===== src/shared/spr_cfg.svh =====
`ifndef SPR_CFG_SVH
`define SPR_CFG_SVH
// register byte offsets
`define SPR_OFS_STAT 8'h00
`define SPR_OFS_DATA 8'h04
`define SPR_OFS_BAUD 8'h08
`define SPR_OFS_MODE 8'h0c
`define SPR_OFS_DIV 8'h10
`define SPR_OFS_IRQ 8'h14
// receive_status_control_reg fields
`define SPR_PORT_EN_BIT 7
`define SPR_NINE_BIT 6
`define SPR_SINGLE_BIT 5
`define SPR_CONT_BIT 4
`define SPR_OVERRUN_BIT 1
`define SPR_NINTH_BIT 0
// baud_rate_control fields
`define SPR_ABOVF_BIT 7
`define SPR_IDLE_BIT 6
`define SPR_POL_BIT 4
`define SPR_WIDE_BIT 3
`define SPR_WAKE_BIT 1
`define SPR_ABEN_BIT 0
// mode register fields
`define SPR_SYNC_BIT 0
`define SPR_MASTER_BIT 1
// divisor register: high byte 15:8, low byte 7:0, speed bit
`define SPR_HSPEED_BIT 16
// interrupt enable register fields
`define SPR_RIE_BIT 0
`define SPR_PERIPHERAL_IRQ_ENABLE_BIT 1
`define SPR_GIE_BIT 2
`define SPR_PEND_BIT 8
// character lengths
`define SPR_CHAR8 4'd8
`define SPR_CHAR9 4'd9
`endif


===== src/shared/spr_pkg.sv =====
package spr_pkg;
  // master clock generator phases
  typedef enum logic [2:0] {
    SPR_IDLE = 3'b001,
    SPR_LEAD = 3'b010,
    SPR_TRAIL = 3'b100
  } spr_clk_state_type;
endpackage


===== src/verilog/spr_rx.sv =====
`timescale 1ns/1ps
`include "spr_cfg.svh"
// Functional notes
// - pending high while enabled and FIFO unread
// - irq needs all three enables set
// - pending independent of interrupt enables
// - polarity set: data clocked on rising edge
// - wake enable: falling edge sets flag, self-clears
// - autobaud enable self-clears when measurement completes
// - master receive: data pin driver off
// - single or continuous enable starts reception
// - single only: one character, then self-clears
// - continuous: clock until cleared, abort discards
// - both set: single clears, continuous continues
// - sample data on trailing clock edge
// - complete char pushes FIFO, head readable
// - slave: clock from pin, driver off
// - data changes leading, valid trailing edge
// - third char: overrun, keep FIFO, stop
// - overrun cleared by removing its cause
// - nine-bit option shifts nine, ninth readable
// - status shows head ninth bit, errors
// - data register read pops oldest char
module spr_rx #(
  parameter int FIFO_DEPTH = 2,
  parameter int AB_WIDTH = 16
) (
  // system
  input wire logic hclk,
  input wire logic hresetn,
  // ahb-lite slave
  input wire logic hsel,
  input wire logic [31:0] haddr,
  input wire logic [1:0] htrans,
  input wire logic hwrite,
  input wire logic [2:0] hsize,
  input wire logic [31:0] hwdata,
  input wire logic hready,
  output logic [31:0] hrdata,
  output logic hreadyout,
  output logic hresp,
  // serial data pin
  input wire logic serial_data_pin_lvl,
  output logic serial_data_pin_drive,
  output logic serial_data_pin_oe,
  // serial clock pin
  input wire logic serial_clock_pin_lvl,
  output logic serial_clock_pin_drive,
  output logic serial_clock_pin_oe,
  // interrupt
  output logic rx_irq
);
  // control bits
  logic port_enable_q, nine_q, single_q, cont_q, sync_q, master_q;
  logic pol_q, wide_q, wake_en_q, aben_q, abovf_q, hspeed_q;
  logic [15:0] div_q;
  logic rie_q, peripheral_irq_enable_q, gie_q;
  // bus phase state
  logic wr_pend_q;
  logic [7:0] wr_addr_q;
  logic [31:0] hrdata_q, rd_word;
  // pin synchronisers: first stage read only by second
  logic sd1_q, sd2_q, sd_prev_q, ck1_q, ck2_q, ck_prev_q;
  // master clock generator
  spr_pkg::spr_clk_state_type mst_q;
  logic [15:0] hcnt_q;
  logic ck_q, ck_oe_q;
  // shifter and fifo
  logic [8:0] sh_q;
  logic [3:0] bitcnt_q;
  logic [8:0] mem_q [FIFO_DEPTH];
  logic wptr_q, rptr_q;
  logic [1:0] cnt_q;
  logic ovr_q, ovr_single_q, wake_q, pend_q, irq_q;
  logic ab_run_q;
  logic [AB_WIDTH-1:0] ab_cnt_q;

  // bus decode
  logic acc, rd_data, pop, full;
  assign acc = hsel & htrans[1] & hready;
  assign rd_data = acc & ~hwrite & (haddr[7:0] == `SPR_OFS_DATA);
  assign full = (cnt_q == 2'(FIFO_DEPTH));
  assign pop = rd_data & (cnt_q != 2'd0);

  // write helper: data-phase write hit on an offset
  function automatic logic wr_hit(input logic pend, input logic [7:0] a,
                                  input logic [7:0] ofs);
    wr_hit = pend & (a == ofs);
  endfunction

  // receive activity and edge events
  logic rx_on, half_end, mst_trail, slv_trail, sample, char_done;
  logic [15:0] half;
  logic [3:0] nbits;
  logic [8:0] shifted, word;
  logic sd_fall, wake_set;
  // overrun blocks all further sampling
  assign rx_on = port_enable_q & sync_q & (single_q | cont_q) & ~ovr_q;
  assign half = wide_q ? div_q : {8'h00, div_q[7:0]};
  assign half_end = (hcnt_q == half);
  assign mst_trail = (mst_q == spr_pkg::SPR_LEAD) & half_end;
  // trailing edge is the return to the idle level set by polarity
  assign slv_trail = (ck2_q != ck_prev_q) & (ck2_q == pol_q);
  assign sample = rx_on & (master_q ? mst_trail : slv_trail);
  assign nbits = nine_q ? `SPR_CHAR9 : `SPR_CHAR8;
  assign char_done = sample & (bitcnt_q == nbits - 4'd1);
  assign shifted = {sd2_q, sh_q[8:1]};
  assign word = nine_q ? shifted : {1'b0, shifted[8:1]};
  assign sd_fall = sd_prev_q & ~sd2_q;
  assign wake_set = port_enable_q & ~sync_q & wake_en_q & sd_fall;

  // register read mux
  always_comb
  begin
    rd_word = 32'h0000_0000;
    unique case (haddr[7:0])
      `SPR_OFS_STAT:
      begin
        rd_word[`SPR_PORT_EN_BIT] = port_enable_q;
        rd_word[`SPR_NINE_BIT] = nine_q;
        rd_word[`SPR_SINGLE_BIT] = single_q;
        rd_word[`SPR_CONT_BIT] = cont_q;
        rd_word[`SPR_OVERRUN_BIT] = ovr_q;
        // head entry ninth bit, valid before the data read pops it
        rd_word[`SPR_NINTH_BIT] = mem_q[rptr_q][8];
      end
      `SPR_OFS_DATA: rd_word[7:0] = mem_q[rptr_q][7:0];
      `SPR_OFS_BAUD:
      begin
        rd_word[`SPR_ABOVF_BIT] = abovf_q;
        rd_word[`SPR_IDLE_BIT] = ~(ab_run_q | (bitcnt_q != 4'd0));
        rd_word[`SPR_POL_BIT] = pol_q;
        rd_word[`SPR_WIDE_BIT] = wide_q;
        rd_word[`SPR_WAKE_BIT] = wake_en_q;
        rd_word[`SPR_ABEN_BIT] = aben_q;
      end
      `SPR_OFS_MODE:
      begin
        rd_word[`SPR_SYNC_BIT] = sync_q;
        rd_word[`SPR_MASTER_BIT] = master_q;
      end
      `SPR_OFS_DIV: rd_word = {15'h0000, hspeed_q, div_q};
      `SPR_OFS_IRQ:
      begin
        rd_word[`SPR_RIE_BIT] = rie_q;
        rd_word[`SPR_PERIPHERAL_IRQ_ENABLE_BIT] = peripheral_irq_enable_q;
        rd_word[`SPR_GIE_BIT] = gie_q;
        rd_word[`SPR_PEND_BIT] = pend_q;
      end
      default: rd_word = 32'h0000_0000; // unmapped reads as zero
    endcase
  end

  // bus phases: zero wait, always okay
  always_ff @(posedge hclk or negedge hresetn)
  begin
    if (!hresetn)
    begin
      wr_pend_q <= 1'b0;
      wr_addr_q <= 8'h00;
      hrdata_q <= 32'h0000_0000;
    end
    else
    begin
      wr_pend_q <= acc & hwrite;
      wr_addr_q <= haddr[7:0];
      if (acc & ~hwrite)
        hrdata_q <= rd_word;
    end
  end

  // status/control register; single enable self-clears on a completed character
  always_ff @(posedge hclk or negedge hresetn)
  begin
    if (!hresetn)
    begin
      port_enable_q <= 1'b0;
      nine_q <= 1'b0;
      single_q <= 1'b0;
      cont_q <= 1'b0;
    end
    else if (wr_hit(wr_pend_q, wr_addr_q, `SPR_OFS_STAT))
    begin
      port_enable_q <= hwdata[`SPR_PORT_EN_BIT];
      nine_q <= hwdata[`SPR_NINE_BIT];
      single_q <= hwdata[`SPR_SINGLE_BIT];
      cont_q <= hwdata[`SPR_CONT_BIT];
    end
    else if (char_done)
      single_q <= 1'b0;
  end

  // mode, divisor and interrupt enables
  always_ff @(posedge hclk or negedge hresetn)
  begin
    if (!hresetn)
    begin
      sync_q <= 1'b0;
      master_q <= 1'b0;
      hspeed_q <= 1'b0;
      rie_q <= 1'b0;
      peripheral_irq_enable_q <= 1'b0;
      gie_q <= 1'b0;
    end
    else
    begin
      if (wr_hit(wr_pend_q, wr_addr_q, `SPR_OFS_MODE))
      begin
        sync_q <= hwdata[`SPR_SYNC_BIT];
        master_q <= hwdata[`SPR_MASTER_BIT];
      end
      if (wr_hit(wr_pend_q, wr_addr_q, `SPR_OFS_DIV))
        hspeed_q <= hwdata[`SPR_HSPEED_BIT];
      if (wr_hit(wr_pend_q, wr_addr_q, `SPR_OFS_IRQ))
      begin
        rie_q <= hwdata[`SPR_RIE_BIT];
        peripheral_irq_enable_q <= hwdata[`SPR_PERIPHERAL_IRQ_ENABLE_BIT];
        gie_q <= hwdata[`SPR_GIE_BIT];
      end
    end
  end

  // baud control with self-clearing wake and autobaud bits
  always_ff @(posedge hclk or negedge hresetn)
  begin
    if (!hresetn)
    begin
      pol_q <= 1'b0;
      wide_q <= 1'b0;
      wake_en_q <= 1'b0;
      aben_q <= 1'b0;
    end
    else if (wr_hit(wr_pend_q, wr_addr_q, `SPR_OFS_BAUD))
    begin
      pol_q <= hwdata[`SPR_POL_BIT];
      wide_q <= hwdata[`SPR_WIDE_BIT];
      wake_en_q <= hwdata[`SPR_WAKE_BIT];
      aben_q <= hwdata[`SPR_ABEN_BIT];
    end
    else
    begin
      if (wake_set)
        wake_en_q <= 1'b0;
      if (ab_run_q & sd_fall)
        aben_q <= 1'b0;
    end
  end

  // autobaud: count clocks between two falling edges, load divisor
  // only the span is measured; divisor scaling is left to software
  always_ff @(posedge hclk or negedge hresetn)
  begin
    if (!hresetn)
    begin
      ab_run_q <= 1'b0;
      ab_cnt_q <= '0;
      abovf_q <= 1'b0;
      div_q <= 16'h0000;
    end
    else if (wr_hit(wr_pend_q, wr_addr_q, `SPR_OFS_DIV))
      div_q <= hwdata[15:0];
    else if (!(port_enable_q & ~sync_q & aben_q))
      ab_run_q <= 1'b0;
    else if (sd_fall & ~ab_run_q)
    begin
      ab_run_q <= 1'b1;
      ab_cnt_q <= '0;
      abovf_q <= 1'b0;
    end
    else if (ab_run_q & sd_fall)
    begin
      ab_run_q <= 1'b0;
      div_q <= 16'(ab_cnt_q);
    end
    else if (ab_run_q)
    begin
      if (&ab_cnt_q)
        abovf_q <= 1'b1; // counter saturates on overflow
      else
        ab_cnt_q <= ab_cnt_q + AB_WIDTH'(1);
    end
  end

  // two-flop synchronisers on both pins
  always_ff @(posedge hclk or negedge hresetn)
  begin
    if (!hresetn)
    begin
      sd1_q <= 1'b1;
      sd2_q <= 1'b1;
      sd_prev_q <= 1'b1;
      ck1_q <= 1'b0;
      ck2_q <= 1'b0;
      ck_prev_q <= 1'b0;
    end
    else
    begin
      sd1_q <= serial_data_pin_lvl;
      sd2_q <= sd1_q;
      sd_prev_q <= sd2_q;
      ck1_q <= serial_clock_pin_lvl;
      ck2_q <= ck1_q;
      ck_prev_q <= ck2_q;
    end
  end

  // master clock: half period of divisor+1 system clocks, low divisor byte only unless wide set
  always_ff @(posedge hclk or negedge hresetn)
  begin
    if (!hresetn)
    begin
      mst_q <= spr_pkg::SPR_IDLE;
      hcnt_q <= 16'h0000;
      ck_q <= 1'b0;
    end
    else if (!(rx_on & master_q))
    begin
      mst_q <= spr_pkg::SPR_IDLE; // stop at once
      hcnt_q <= 16'h0000;
      ck_q <= pol_q;
    end
    else
    begin
      unique case (mst_q)
        spr_pkg::SPR_IDLE:
        begin
          mst_q <= spr_pkg::SPR_LEAD;
          ck_q <= ~pol_q; // leading edge
        end
        spr_pkg::SPR_LEAD:
        begin
          hcnt_q <= half_end ? 16'h0000 : hcnt_q + 16'h0001;
          if (half_end)
          begin
            mst_q <= spr_pkg::SPR_TRAIL;
            ck_q <= pol_q; // trailing edge
          end
        end
        spr_pkg::SPR_TRAIL:
        begin
          hcnt_q <= half_end ? 16'h0000 : hcnt_q + 16'h0001;
          if (half_end)
          begin
            mst_q <= spr_pkg::SPR_LEAD; // no pause
            ck_q <= ~pol_q;
          end
        end
      endcase
    end
  end

  // shifter; dropping the enable discards a partial character
  always_ff @(posedge hclk or negedge hresetn)
  begin
    if (!hresetn)
    begin
      sh_q <= 9'h000;
      bitcnt_q <= 4'd0;
    end
    else if (!rx_on)
      bitcnt_q <= 4'd0;
    else if (sample)
    begin
      sh_q <= shifted;
      bitcnt_q <= char_done ? 4'd0 : bitcnt_q + 4'd1;
    end
  end

  // two-entry fifo; full arrival raises overrun instead of writing
  always_ff @(posedge hclk or negedge hresetn)
  begin
    if (!hresetn)
    begin
      wptr_q <= 1'b0;
      rptr_q <= 1'b0;
      cnt_q <= 2'd0;
      ovr_q <= 1'b0;
      ovr_single_q <= 1'b0;
      mem_q <= '{default: 9'h000};
    end
    else if (!port_enable_q)
    begin
      wptr_q <= 1'b0; // port disable resets the port
      rptr_q <= 1'b0;
      cnt_q <= 2'd0;
      ovr_q <= 1'b0;
    end
    else
    begin
      if (char_done & ~full)
      begin
        mem_q[wptr_q] <= word;
        wptr_q <= ~wptr_q;
      end
      if (pop)
        rptr_q <= ~rptr_q;
      cnt_q <= cnt_q + 2'((char_done & ~full) ? 1 : 0) - 2'(pop ? 1 : 0);
      if (char_done & full)
      begin
        ovr_q <= 1'b1;
        ovr_single_q <= ~cont_q;
      end
      else if (ovr_q & (ovr_single_q ? rd_data : ~cont_q))
        ovr_q <= 1'b0;
    end
  end

  // wake flag, pending flag and gated interrupt
  always_ff @(posedge hclk or negedge hresetn)
  begin
    if (!hresetn)
    begin
      wake_q <= 1'b0;
      pend_q <= 1'b0;
      irq_q <= 1'b0;
    end
    else
    begin
      if (wake_set)
        wake_q <= 1'b1; // set wins over the read clear
      else if (rd_data | ~port_enable_q)
        wake_q <= 1'b0;
      pend_q <= port_enable_q & ((cnt_q != 2'd0) | wake_q);
      irq_q <= pend_q & rie_q & peripheral_irq_enable_q & gie_q;
    end
  end

  // pin drivers: data pin never driven, clock only as master
  always_ff @(posedge hclk or negedge hresetn)
  begin
    if (!hresetn)
      ck_oe_q <= 1'b0;
    else
      ck_oe_q <= port_enable_q & sync_q & master_q;
  end

  assign serial_data_pin_drive = 1'b0;
  assign serial_data_pin_oe = 1'b0;
  assign serial_clock_pin_drive = ck_q;
  assign serial_clock_pin_oe = ck_oe_q;
  assign hrdata = hrdata_q;
  assign hreadyout = 1'b1;
  assign hresp = 1'b0;
  assign rx_irq = irq_q;
endmodule


===== config.mk =====
export PLATFORM = sky130hd
export DESIGN_NAME = spr_rx
export DESIGN_NICKNAME = d
export VERILOG_FILES = /design/src/shared/spr_pkg.sv /design/src/verilog/spr_rx.sv
export VERILOG_INCLUDE_DIRS = /design/src /design/src/shared
export SDC_FILE = /design/constraint.sdc
export NUM_CORES = 1
export LEC_CHECK = 0
export ABC_AREA = 1
export BUFFER_PORTS_ARGS = -buffer_cell sky130_fd_sc_hd__buf_2
export CAP_MARGIN = 20
export CORE_UTILIZATION = 40
export DETAILED_ROUTE_END_ITERATION = 16
export HOLD_SLACK_MARGIN = 0.05
export SYNTH_ARGS = -nofsm -noshare
export SYNTH_HDL_FRONTEND = slang
export SYNTH_SLANG_ARGS = --single-unit

===== constraint.sdc =====
create_clock -name hclk -period 4.5 [get_ports hclk]
set_input_delay 0.675 -clock hclk [delete_from_list [all_inputs] [get_ports hclk]]
set_output_delay 0.675 -clock hclk [all_outputs]
set_load 0.01 [all_outputs]

==> impl_metrics.py <==
metrics = {
    "floorplanning": {
        "die_x_um": 137,
        "die_h_um": 137,
        "start_util_pct": 40.7,
        "rows": 49,
        "io_pins": 115,
        "core_area_um2": 17900,
        "dieArea_um2": 18800,
    },
    "worst_setup_path": {
        "slowest_stage": "dfrtp_1",
        "slowest_delay_ns": 0.75,
        "crit_type": "register to register",
        "crit_path_cell_trace": "nand2_1 > nand2_1 > nand2_1 > nor2_1 > nand2_1 > nor2_2 > nand4_1 > nand2_2 > nand4_1 > buf_4 > ha_1 > inv_1 > ha_1 > xor2_1 > nor2_1",
        "required_ns": 4.82,
        "start_kind": "register",
        "worst-path-max-fanout": 21,
        "cp_data_arrival_time_ns": 3.22,
        "endpoint_kind": "register",
        "crit_path_frequent_cell": "nand2_1",
    },
    "timing": {
        "period_share_pct": 64.5,
        "finalCriticalPeriod_ns": 2.90,
        "fin_skew_ns": 0.0122,
        "final-hold-violation-count": 0,
        "setup_viol": 0,
        "worstMarginPinSlew_ns": 0.909,
        "fmax_mhz": 345,
        "fin_hold_ws_ns": 0.270,
        "fin_tns_setup_ns": 0,
        "slew_viol_final": 0,
        "rsz0062_at_grt": "false",
        "maxSlewHeadroom_pct": 39.2,
    },
    "clock_tree": {
        "cts_setup_buffers": 0,
        "path_clk_slew_ns": 0.06,
        "cts_buffer_depth": 2,
        "cts.sinks": 140,
        "cts_tree": "built",
        "cts_hold_buf": 0,
        "cts_root_buf": "clkbuf_16",
        "numCtsBuffers": 17,
        "clk_latency_ns": 0.43,
        "cts_max_level": 4,
        "cts_resized": 0,
    },
    "finish": {
        "area_delta_synth_final_pct": 13.5,
        "layout_common_cells": "nand2_1 (222), dfrtp_1 (136), inv_1 (117), nor2_1 (60), nand3_1 (59)",
        "nets": 1032,
        "final_common_cell": "nand2_1",
        "design_area_um2": 8280,
        "final_layout_size_suffix_gt1_share_pct": 13.2,
        "antenna_cells": 0,
    },
    "route": {
        "drtIter0Drc": 367,
        "drt-wirelength-per-cell_um": 14.4,
        "antenna_left": 0,
        "vias": 5917,
        "first_pass_iters": 5,
        "wl_mm": 17.2,
        "drc": 0,
        "viasPerCell": 4.97,
    },
    "global_route": {
        "grt_max_degree": 82,
        "grt_pass1_vias": 5489,
        "antenna_found_initial": 0,
        "grt_overflow": 0,
        "track_usage_pct": 20.2,
        "grt_pass1_wl_mm": 28.6,
    },
    "synth": {
        "yosysTopAreaCell": "dfrtp_1",
        "synth.distinct_cells": 46,
        "synthCells": 900,
        "synth_area_leaders": "dfrtp_1 (47%), nand2_1 (11%), inv_1 (6.0%)",
        "avgSynthCellArea_um2": 8.10,
        "synth_edf_count": 0,
        "synth_top_area_share_pct": 46.7,
        "ys_async_sr_fraction_pct": 100,
        "ys_ff_latch": 140,
        "synthFlopType": "dfrtp_1",
        "syn_area_um2": 7290,
        "yosysWarnings": 0,
        "ys_seq_area_share_pct": 48.1,
    },
    "run": {
        "drv_cap": 0,
    },
    "placed_design": {
        "port_buffers": 52,
        "place_congestion": 0.851,
        "place_hpwl_mm": 12.5,
        "place_area_um2": 7670,
    },
    "min_path": {
        "hp-class": "primary input to async pin",
    },
    "power": {
        "total_power_mw": 3.04,
        "power.density_nw_per_um2": 368,
        "irDropWorstVdd_uv": 273,
        "leakagePower_nw": 4.00,
    },
    "outcome": {
        "status": "finished clean",
    },
}
-- registers in the layout, indices dropped and copies added (netlist names), 2 cells and up --
register / cells
wr_addr_q: 8
ab_cnt_q: 16
div_q: 16
mem_q: 18
hcnt_q: 16
cnt_q: 2
bitcnt_q: 4
hrdata: 17
sh_q: 8
mst_q: 3
-- through the flow --
| step | utilization [%] | cells | setup slack [ns] |
|---|---|---|---|
| after floorplan | - | 917 | 2.12 |
| after global placement | 42.8 | 1158 | 1.63 |
| after detailed placement | 42.8 | 1158 | 1.57 |
| after CTS | 46.3 | 1190 | 1.63 |
| after global routing | 46.3 | 1190 | 1.33 |
| final | 46.3 | 1190 | 1.60 |
-- cell usage after synthesis, types with 2 or more instances --
| library cell | instances |
|---|---|
| nand2_1 | 222 |
| dfrtp_1 | 136 |
| inv_1 | 117 |
| nor2_1 | 60 |
| nand3_1 | 59 |
| o21ai_0 | 55 |
| buf_4 | 21 |
| o21bai_1 | 20 |
| o21ai_1 | 18 |
| o22ai_1 | 16 |
| xor2_1 | 16 |
| clkbuf_1 | 15 |
| o31ai_1 | 14 |
| inv_2 | 13 |
| nor3_1 | 13 |
| a21oi_1 | 11 |
| a22oi_1 | 11 |
| nand4_1 | 11 |
| ha_1 | 8 |
| o221ai_1 | 8 |
| nor2_2 | 7 |
| nor3_2 | 5 |
| nor4_1 | 5 |
| buf_2 | 4 |
| buf_6 | 4 |
| dfstp_2 | 4 |
| xnor2_1 | 4 |
| a31oi_1 | 2 |
| conb_1 | 2 |
| nand3_2 | 2 |
| nand3b_1 | 2 |
-- final timing paths --
kind	depth (start not counted)	start	end	slack [ns]
hold reg to reg	0	ck1_q	ck2_q	0.35
max in group asynchronous	2	hresetn	wake_en_q	3.30
min in group hclk	1	serial_data_pin_lvl	sd1_q	0.34
hold / removal	1	hresetn	sh_q[1]	0.27
setup reg to reg	15	wide_q	cnt_q[1]	1.60
setup / recovery	15	wide_q	cnt_q[1]	1.60
-- cell families (layout without fill, tap and decap cells) --
kind of cell / count (synthesis) / count (layout) / synth area share (%)
XOR/XNOR: 20 / 20 / 2.40
multiplexers: 1 / 1 / 0.154
flip-flops: 140 / 140 / 48.1
AND/OR/NAND/NOR: 393 / 393 / 23.8
adder cells (fa/ha/maj): 8 / 8 / 1.37
other: 2 / 19 / 0.103
AO/OA/AOI/OAI: 160 / 160 / 13.5
buffers and inverters: 176 / 220 / 10.6
-- where the power goes --
part           switching [mW]  internal, mW  leakage [nW]
Sequential             0.0326          1.30          1.75
Combinational           0.172        0.0661          1.96
Clock                   0.566         0.903         0.296
Total                   0.771          2.27          4.00
-- critical path: cells and delay by family (launching register included) --
kind | cells | cell delay, ns
buffers and inverters | 2 | 0.27
adder cells (fa/ha/maj) | 2 | 0.46
AND/OR/NAND/NOR | 10 | 1.12
flip-flops | 1 | 0.75
XOR/XNOR | 1 | 0.16
-- routing by layer --
layer	wire length, µm	GRT usage (%)	vias to the layer above
met5	0	0	-
met4	269	7.26	0
met3	617	3.56	21
met2	7360	28.7	115
met1	8930	30.4	2788
li1	-	-	2993
-- final cells by class --
type,instances,area [µm²]
well taps,229,287
fillers,1765,9620
clock buffers,19,453
multi-input cells,601,3080
clock inverters,13,163
inverters,131,492
repair buffers,57,304
flip-flops and latches,140,3510
(Power assumes the default switching activity.)
